[src/hbp_consts.vh]
// Constants for the host bus port: strap codes, window layout, timing counts
`ifndef HBP_CONSTS_VH
`define HBP_CONSTS_VH

// Strap code on {endian_strap, bus_select_straps} that selects big-endian host mode
`define HBP_BIG_ENDIAN_MODE   4'hf
// Value the reserved strap must show at reset sampling
`define HBP_RESERVED_LEVEL    1'b1
// Strap reset values, unused: the captured straps follow the pins while reset is held
`define HBP_STRAP_RST4        4'h0
`define HBP_STRAP_RST1        1'b0

// Address window: 18 address bits; mem_reg_sel_i selects register block (0) or display buffer (1)
`define HBP_ADDR_W            18
`define HBP_DATA_W            16

// Timing: clock period and guaranteed cycle ceiling
`define HBP_CLK_PERIOD_NS     100
`define HBP_MAX_CYCLE_NS      3200
`define HBP_MAX_CYCLE_CNT     (`HBP_MAX_CYCLE_NS / `HBP_CLK_PERIOD_NS)
`define HBP_CNT_W             6
// Last counter value inside the ceiling, sized to the counter (32 cycles, less one)
`define HBP_CYC_LAST          6'h1f

// Read data returned when an internal access times out
`define HBP_TIMEOUT_RDATA     16'hffff

`endif

[src/hbp_host_port.v]
// Host bus port: strap capture, bus clock divide, host cycle tracking and wait generation
`default_nettype none
`include "hbp_consts.vh"

module hbp_host_port (
    input  wire                      clk_i,
    input  wire                      sys_rst_i,
    // Configuration straps (pins)
    input  wire [2:0]                bus_select_straps_i,
    input  wire                      endian_strap_i,
    input  wire                      reserved_strap_i,
    input  wire                      hold_polarity_strap_i,
    input  wire                      clock_divide_strap_i,
    // Host bus pins
    input  wire                      cs_n_i,
    input  wire                      mem_reg_sel_i,
    input  wire [`HBP_ADDR_W-1:0]    addr_i,
    input  wire [`HBP_DATA_W-1:0]    data_i,
    input  wire                      low_byte_write_strobe_n_i,
    input  wire                      high_byte_write_strobe_n_i,
    input  wire                      rd_n_i,
    output reg  [`HBP_DATA_W-1:0]    data_o,
    output reg                       data_oe_o,
    output reg                       wait_o,
    // Internal register and display buffer side
    output reg                       reg_req_o,
    output reg                       mem_req_o,
    output reg  [`HBP_ADDR_W-1:0]    int_addr_o,
    output reg  [`HBP_DATA_W-1:0]    int_wdata_o,
    output reg  [1:0]                int_be_o,
    output reg                       int_we_o,
    input  wire                      int_ack_i,
    input  wire [`HBP_DATA_W-1:0]    int_rdata_i,
    // Configuration and status
    output reg                       bus_clk_o,
    output wire                      mode_ok_o,
    output wire                      strap_fault_o,
    output wire                      clk_div2_o,
    output reg                       timeout_o
);

    // ****************************************************************
    // Local states and helpers
    // ****************************************************************
    localparam [1:0] ST_IDLE   = 2'h0;
    localparam [1:0] ST_ACCESS = 2'h1;
    localparam [1:0] ST_DONE   = 2'h2;

    // Byte swap used for both directions in big-endian mode
    function [`HBP_DATA_W-1:0] hbp_swap;
        input [`HBP_DATA_W-1:0] d;
        input                   en;
        begin
            hbp_swap = en ? {d[7:0], d[15:8]} : d;
        end
    endfunction

    // ****************************************************************
    // Pin synchronisers
    // ****************************************************************
    localparam integer SYNC_W = 3 + 4 + 3 + 1 + `HBP_ADDR_W + `HBP_DATA_W + 1;
    wire [SYNC_W-1:0] pins_raw = {bus_select_straps_i, endian_strap_i, reserved_strap_i,
                                  hold_polarity_strap_i, clock_divide_strap_i,
                                  low_byte_write_strobe_n_i, high_byte_write_strobe_n_i,
                                  rd_n_i, mem_reg_sel_i, addr_i, data_i, cs_n_i};
    reg  [SYNC_W-1:0] pins_meta;
    reg  [SYNC_W-1:0] pins_sync;

    // Two stages; only the second stage is read by logic
    always @(posedge clk_i) begin
        pins_meta <= pins_raw;
        pins_sync <= pins_meta;
    end

    wire                   s_cs_n  = pins_sync[0];
    wire [`HBP_DATA_W-1:0] s_data  = pins_sync[`HBP_DATA_W:1];
    wire [`HBP_ADDR_W-1:0] s_addr  = pins_sync[`HBP_DATA_W+`HBP_ADDR_W:`HBP_DATA_W+1];
    wire                   s_mr    = pins_sync[`HBP_DATA_W+`HBP_ADDR_W+1];
    wire                   s_rd_n  = pins_sync[`HBP_DATA_W+`HBP_ADDR_W+2];
    wire                   s_hwe_n = pins_sync[`HBP_DATA_W+`HBP_ADDR_W+3];
    wire                   s_lwe_n = pins_sync[`HBP_DATA_W+`HBP_ADDR_W+4];
    wire [6:0]             s_strap = pins_sync[SYNC_W-1:SYNC_W-7];

    // ****************************************************************
    // Strap capture
    // ****************************************************************
    reg [3:0] mode_strap;
    reg       rsvd_strap;
    reg       pol_strap;
    reg       div_strap;

    // Follows the pins while reset is held, so the value at release is kept;
    // straps are then frozen until the next reset
    always @(posedge clk_i) begin
        if (sys_rst_i) begin
            // Kept as {endian, select} so bit 3 is the endian strap
            mode_strap <= {s_strap[3], s_strap[6:4]};
            rsvd_strap <= s_strap[2];
            pol_strap  <= s_strap[1];
            div_strap  <= s_strap[0];
        end
    end

    assign mode_ok_o     = (mode_strap == `HBP_BIG_ENDIAN_MODE);
    assign strap_fault_o = (rsvd_strap != `HBP_RESERVED_LEVEL);
    assign clk_div2_o    = div_strap;
    wire   big_endian    = mode_strap[3];

    // ****************************************************************
    // Bus clock derivation
    // ****************************************************************
    reg bus_phase;

    // Toggle divider for 2:1, toggle on every clock edge for 1:1
    always @(posedge clk_i) begin
        if (sys_rst_i) begin
            bus_phase <= 1'b0;
            bus_clk_o <= 1'b0;
        end else begin
            bus_phase <= div_strap ? ~bus_phase : 1'b1;
            // At 2:1 the bus clock only toggles on the second edge of each pair
            bus_clk_o <= (div_strap & ~bus_phase) ? bus_clk_o : ~bus_clk_o;
        end
    end

    // FSM may leave idle only on a tick: every edge at 1:1, every other at 2:1
    wire bus_tick = ~div_strap | bus_phase;

    // ****************************************************************
    // Host cycle state machine
    // ****************************************************************
    reg [1:0]            state;
    reg [1:0]            next_state;
    reg [`HBP_CNT_W-1:0] cyc_cnt;
    reg                  stall;

    wire host_rd    = ~s_cs_n & ~s_rd_n;
    wire host_wr    = ~s_cs_n & (~s_lwe_n | ~s_hwe_n);
    wire host_act   = host_rd | host_wr;
    wire cyc_expire = (cyc_cnt >= `HBP_CYC_LAST);

    // Next state
    always @* begin
        next_state = state;
        case (state)
            ST_IDLE: begin
                if (host_act && mode_ok_o && bus_tick)
                    next_state = ST_ACCESS;
            end
            ST_ACCESS: begin
                if (int_ack_i || cyc_expire)
                    next_state = ST_DONE;
            end
            ST_DONE: begin
                if (!host_act)
                    next_state = ST_IDLE;
            end
            default: next_state = ST_IDLE;
        endcase
    end

    // State, internal request and host data path
    always @(posedge clk_i) begin
        if (sys_rst_i) begin
            state       <= ST_IDLE;
            cyc_cnt     <= {`HBP_CNT_W{1'b0}};
            stall       <= 1'b0;
            reg_req_o   <= 1'b0;
            mem_req_o   <= 1'b0;
            int_addr_o  <= {`HBP_ADDR_W{1'b0}};
            int_wdata_o <= {`HBP_DATA_W{1'b0}};
            int_be_o    <= 2'h0;
            int_we_o    <= 1'b0;
            data_o      <= {`HBP_DATA_W{1'b0}};
            data_oe_o   <= 1'b0;
            timeout_o   <= 1'b0;
        end else begin
            state     <= next_state;
            timeout_o <= 1'b0;
            case (state)
                ST_IDLE: begin
                    cyc_cnt <= {`HBP_CNT_W{1'b0}};
                    if (next_state == ST_ACCESS) begin
                        // Stall the host from the moment the cycle is seen
                        stall       <= 1'b1;
                        reg_req_o   <= ~s_mr;
                        mem_req_o   <= s_mr;
                        int_addr_o  <= s_addr;
                        int_we_o    <= host_wr;
                        int_wdata_o <= hbp_swap(s_data, big_endian);
                        // High strobe carries D15..8; lanes swap in big-endian
                        int_be_o    <= big_endian ? {~s_lwe_n, ~s_hwe_n} : {~s_hwe_n, ~s_lwe_n};
                    end
                end
                ST_ACCESS: begin
                    cyc_cnt <= cyc_cnt + {{(`HBP_CNT_W-1){1'b0}}, 1'b1};
                    if (next_state == ST_DONE) begin
                        reg_req_o <= 1'b0;
                        mem_req_o <= 1'b0;
                        stall     <= 1'b0;
                        timeout_o <= ~int_ack_i;
                        data_o    <= int_ack_i ? hbp_swap(int_rdata_i, big_endian)
                                               : `HBP_TIMEOUT_RDATA;
                        data_oe_o <= ~int_we_o;
                    end
                end
                ST_DONE: begin
                    // Data held until the host drops its strobes
                    if (next_state == ST_IDLE) begin
                        data_oe_o <= 1'b0;
                        int_we_o  <= 1'b0;
                        int_be_o  <= 2'h0;
                    end
                end
                default: begin
                    stall <= 1'b0;
                end
            endcase
        end
    end

    // ****************************************************************
    // Wait pin polarity
    // ****************************************************************
    // Registered so the pin never glitches while the polarity applies
    always @(posedge clk_i) begin
        if (sys_rst_i)
            wait_o <= 1'b1;
        else
            wait_o <= pol_strap ? stall : ~stall;
    end

endmodule // hbp_host_port
`default_nettype wire

[config.mk]
export PLATFORM = sky130hd
export DESIGN_NAME = hbp_host_port
export DESIGN_NICKNAME = d
export VERILOG_FILES = /design/src/hbp_host_port.v
export VERILOG_INCLUDE_DIRS = /design/src
export SDC_FILE = /design/constraint.sdc
export NUM_CORES = 1
export LEC_CHECK = 0
export BUFFER_PORTS_ARGS = -buffer_cell sky130_fd_sc_hd__clkbuf_2
export CAP_MARGIN = 10
export CORE_AREA = 2 2 132 134
export DETAILED_ROUTE_END_ITERATION = 16
export DIE_AREA = 0 0 134 136
export HOLD_SLACK_MARGIN = 0.06
export SETUP_SLACK_MARGIN = 0.4
export SLEW_MARGIN = 20
export SYNTH_ARGS = -nofsm -noshare
export SYNTH_HDL_FRONTEND = slang
export SYNTH_SLANG_ARGS = --single-unit
[constraint.sdc]
create_clock -name clk_i -period 2.1 [get_ports clk_i]
set_input_delay 0.21 -clock clk_i [delete_from_list [all_inputs] [get_ports clk_i]]
set_output_delay 0.21 -clock clk_i [all_outputs]
set_load 0.01 [all_outputs]
# == Yosys cells after proc, flatten, opt, wreduce, memory -nomap -nowiden ==
# Index checks and enable logic that the tools add are counted.
# op_classes
addsub,1
multipliers,0
div,0
n_lt_le_gt_ge,1
eq_ne,8
n_shift,0
muxes,26
bitwise_logic,21
reduce_logical,15
# ops
operator,n
$mux W16,3
$not A1 Y1,15
$mux W2,6
$pmux W6 S2,1
$reduce_and A3 Y1,4
$mux W1,9
$pmux W1 S2,4
$add A6 B1 Y6 const B,1
$ge A6 B5 Y1 const B,1
$ne A2 B2 Y1 const B,3
$pmux W2 S3,1
$reduce_bool A2 Y1,3
$eq A2 B1 Y1 const B,2
$eq A2 B2 Y1 const B,2
$eq A4 B4 Y1 const B,1
$logic_not A2 Y1,2
$pmux W2 S2,1
$reduce_and A2 Y1,2
$and A1 B1 Y1,3
$or A1 B1 Y1,3
$pmux W1 S3,1
$reduce_or A3 Y1,1
$logic_and A1 B1 Y1,2
$logic_or A1 B1 Y1,1
# totals
reg_bits,168
latch_bits,0
ram_bits,0
mem_bits_ro,0
in_bits,65
out_inout_bits,62
word_cells,93
mem_count,0

# == Longest topological paths before layout ==
# logic_depth
word_depth,11
ltp_mapped,7
ltp_nobuf,5

# == Worst setup path after synthesis ==
# Ideal clock, no wire load.
# synth_path
path_type,register -> register
from,register cyc_cnt[0]
to,register data_o[10]
setup_time_ps,91
arrival_time_ps,1488
required_ps,2009
setup_slack_ps,521
stages_incl_launch_ff,6
path_buffers,1
cell_sequence,dfxtp_1 ha_1 and4_1 o31a_1 clkbuf_1 a311oi_1
# synth_via
elab_chain_cells,6
# synth_lines
element,line,source
from (decl),hbp_host_port.v:134,reg [`HBP_CNT_W-1:0] cyc_cnt;
from (signal assigned),hbp_host_port.v:166,cyc_cnt <= {`HBP_CNT_W{1'b0}};
from (signal assigned),hbp_host_port.v:182,cyc_cnt <= {`HBP_CNT_W{1'b0}};
from (signal assigned),hbp_host_port.v:196,"cyc_cnt <= cyc_cnt + {{(`HBP_CNT_W-1){1'b0}}, 1'b1};"
$ge A6 B5 Y1 (no line),--,
$logic_or A1 B1 Y1,hbp_host_port.v:151,if (int_ack_i || cyc_expire)
$mux W2,hbp_host_port.v:151,
$pmux W2 S3,hbp_host_port.v:145,case (state)
$eq A2 B2 Y1,hbp_host_port.v:197,if (next_state == ST_DONE) begin
$reduce_and A2 Y1 (no line),--,
to (signal assigned),hbp_host_port.v:174,data_o <= {`HBP_DATA_W{1'b0}};
to (signal assigned),hbp_host_port.v:202,"data_o <= int_ack_i ? hbp_swap(int_rdata_i, big_endian)"
to (decl),hbp_host_port.v:22,"output reg [`HBP_DATA_W-1:0] data_o,"
# No other way between the ends.
# A chain may end at the register's enable or synchronous reset.

# == Worst setup path in the final report ==
# Ends and elaborated chain as after synthesis.

==> flow_summary.yaml <==
finish:
  fill_cells: 1605
  area_delta_synth_final_pct: 42.1
  num_antenna_cells: 0
  drive_above_1_share_pct: 30.6
  finalNetCount: 657
  layout_common_cells: "dfxtp_1, clkbuf_2, dlygate4sd3_1"
  seqCellArea_sq_um: 3440
  final_cells: 829
  final_common_cell: "dfxtp_1"
  multi_input_area_sq_um: 1460
timing:
  max_freq_mhz: 588
  rsz0062_at_grt: "yes"
  setup_viol: 0
  timing.hold.ws_ns: 0.154
  period_minus_slack_ns: 1.70
  tns_ns: 0
  tightest_slew_ns: 0.604
  setup_ws_ns: 0.399
  slew_headroom_pct: 59.7
  maxSlewViolCount: 0
  skew_ns: 0.00722
  period_share_pct: 81.0
  hold_viol_final: 0
route:
  firstDrtPassIters: 4
  wl_per_cell_microns: 12.9
  drc: 0
  wl_microns: 10700
  viasPerCell: 4.35
  ant_nets: 0
  drt_iter0_markers: 123
  vias: 3609
critical_path:
  r2r-end: "data_o[10]$_SDFFE_PP0P_"
  critPathKind: "reg2reg"
  end_kind: "flip-flop"
  required_ns: 2.41
  crit_buf_inv: 1
  reg2reg_from: "cyc_cnt[0]$_SDFFE_PP0P_"
  ff2ff_setup_slack_ns: 0.40
  cpMaxStageDelayCell: "o31a_1"
  path_max_fanout: 16
  arrival_ns: 2.01
  path_cells: "ha_4 > and4_4 > o31a_1 > clkbuf_16 > a311oi_1"
  cpPeakStageDelay_ns: 0.40
  path_delay_family: "compound AO/OA/AOI/OAI gates"
  r2r_cells: 5
  startpoint_type: "flip-flop"
die:
  io-pin-count: 127
  core-area_sq_um: 16900
  rows: 48
  die_w_microns: 134
  start_util_pct: 29.2
  fp.dieH_microns: 136
  die_area_sq_um: 18200
global_route:
  grt_max_degree: 77
  grt_use_total_pct: 11.8
  grt_pass1_vias: 3470
  grt_pass1_wl_microns: 16500
  grt-ovfl-total: 0
  grt_antenna_before_repair: 0
yosys:
  yosys_warnings: 0
  ys_top_cells_by_area: "dfxtp_1, mux2i_1, edfxtp_1, a21oi_1, nand2_1"
  syn_inst: 419
  ys_ff_latch: 168
  synth_fp_nets: 485
  synth.distinct_cells: 33
  avgSynthCellArea_sq_um: 11.8
  synth_seq_area_share_pct: 69.6
  syn_area_sq_um: 4930
  yosysTopAreaCellShare_pct: 65.3
  yosysTopAreaCell: "dfxtp_1"
placed_design:
  dp_hpwl_microns: 6750
  dp_slack_ns: 0.295
  gp_congestion: 0.712
  place_inst: 749
  port_buffers: 126
clock_tree:
  cts_max_level: 4
  root_buffer: "clkbuf_16"
  cts_buffer_depth: 2
  clock-sinks: 168
  cts_made_buffers: 17
  path_clk_slew_ns: 0.06
  cts_tree: "done"
  insertion_delay_ns: 0.41
  cts_setup_buffers: 0
min_path:
  hold_path_depth: 3
  hold_class: "in2reg"
  hold_end: "data_o[9]$_SDFFE_PP0P_"
  min_from: "int_rdata_i[9]"
status:
  status: "finished clean"
power_and_ir_drop:
  power_density_nw_per_um2: 963
  p_int_mw: 5.32
  ir_worst_vdd_uv: 524
  p_seq_share_pct: 49.9
  power_mw: 6.75
  power.switching_mw: 1.43
  clockPowerShare_pct: 45.5
  leakagePower_nw: 2.94
  switching_share_pct: 21.2
  p_comb_share_pct: 4.5
flow_run:
  cap_violations: 0
how the worst max path moves through the flow:
stage	start	to	slack, ns	cells after the start
final	cyc_cnt[0]$_SDFFE_PP0P_	data_o[10]$_SDFFE_PP0P_	0.40	5
after global routing	cyc_cnt[0]$_SDFFE_PP0P_	data_o[5]$_SDFFE_PP0P_	0.32	6
after CTS	cyc_cnt[0]$_SDFFE_PP0P_	data_o[14]$_SDFFE_PP0P_	0.40	6
after detailed placement	pins_sync[37]$_DFF_P_	int_wdata_o[11]$_SDFFE_PP0P_	0.29	5
after global placement	pins_sync[37]$_DFF_P_	int_wdata_o[6]$_SDFFE_PP0P_	0.32	5
after floorplan	cyc_cnt[0]$_SDFFE_PP0P_	data_o[10]$_SDFFE_PP0P_	0.52	5
power groups by stage:
stage	clock (mW)	combinational, mW	sequential [mW]
after global routing	3.34	0.334	3.38
after CTS	3.19	0.300	3.37
final	3.07	0.305	3.37
after global placement	0	0.225	3.44
after floorplan	0	0.115	3.44
after detailed placement	0	0.232	3.44
worst min-delay path: stages:
cell and delay [ns]:
clkbuf_2 0.09, mux2i_1 0.12, a311oi_1 0.10
layer usage:
metal / global-route usage [%] / routed length [microns] / vias to the layer above
met4: 6.15 / 237 / 0
met5: 0 / 0 / -
met3: 4.33 / 599 / 20
met1: 13.3 / 4660 / 1680
met2: 19.6 / 5170 / 104
li1: - / - / 1805
Yosys cell counts:
library cell	n
edfxtp_1	7
a31oi_1	1
nand2_1	42
and4_1	2
buf_4	4
inv_1	1
mux2i_1	34
o31ai_1	1
nand3b_1	1
o21ai_0	1
buf_6	1
nand2b_1	4
nor2_1	41
a21oi_1	34
or4_1	1
a211oi_2	1
and4b_1	2
o41ai_1	1
nor2b_1	3
nand3_1	9
o31a_1	1
xor2_1	3
buf_2	8
ha_1	1
nand4b_1	1
nor3_1	4
a311oi_1	16
dfxtp_1	161
and2b_1	1
a211oi_1	15
or3_1	1
clkbuf_1	14
a21o_1	2
cells by family (layout without fill, tap and decap cells):
group,count (synthesis),after routing,synth area share [%]
flip-flops,168,168,69.6
AND/OR/NAND/NOR,112,112,10.0
AO/OA/AOI/OAI,73,73,9.87
multiplexers,34,34,6.90
buffers and inverters,28,213,2.79
XOR/XNOR,3,3,0.533
adder cells (fa/ha/maj),1,1,0.254
area by class of cell:
cell class / instances / share of cell area (%)
clock buffers: 22 / 7.07
clock inverters: 10 / 1.48
inverters: 1 / 0.0536
multi-input cells: 223 / 20.8
flip-flops and latches: 168 / 49.1
well taps: 225 / 4.02
repair buffers: 180 / 17.5
state kept, by name (all words and copies together), names as in the netlist, 2 cells and up:
signal	count
int_addr_o	18
mode_strap	4
pins_meta	46
int_wdata_o	16
int_be_o	2
cyc_cnt	6
data_o	16
state	2
pins_sync	46
per-stage QoR:
stage	utilization, %	cell area [sq um]
2_1_floorplan	-	4930
3_3_place_gp	34.3	5780
3_5_place_dp	34.3	5780
4_1_cts	40.6	6850
5_1_grt	41.5	7010
6_report	41.5	7010
what timing repair did:
action                                  in CTS  in global routing
hold buffers                                46                  0
pin swaps                                    0                  6
hold endpoints to repair                    46                  0
gates resized for setup                      2                 23
cloned                                       0                  2
endpoints found under the setup margin      55                 34
Power figures use the tool's default switching activity.
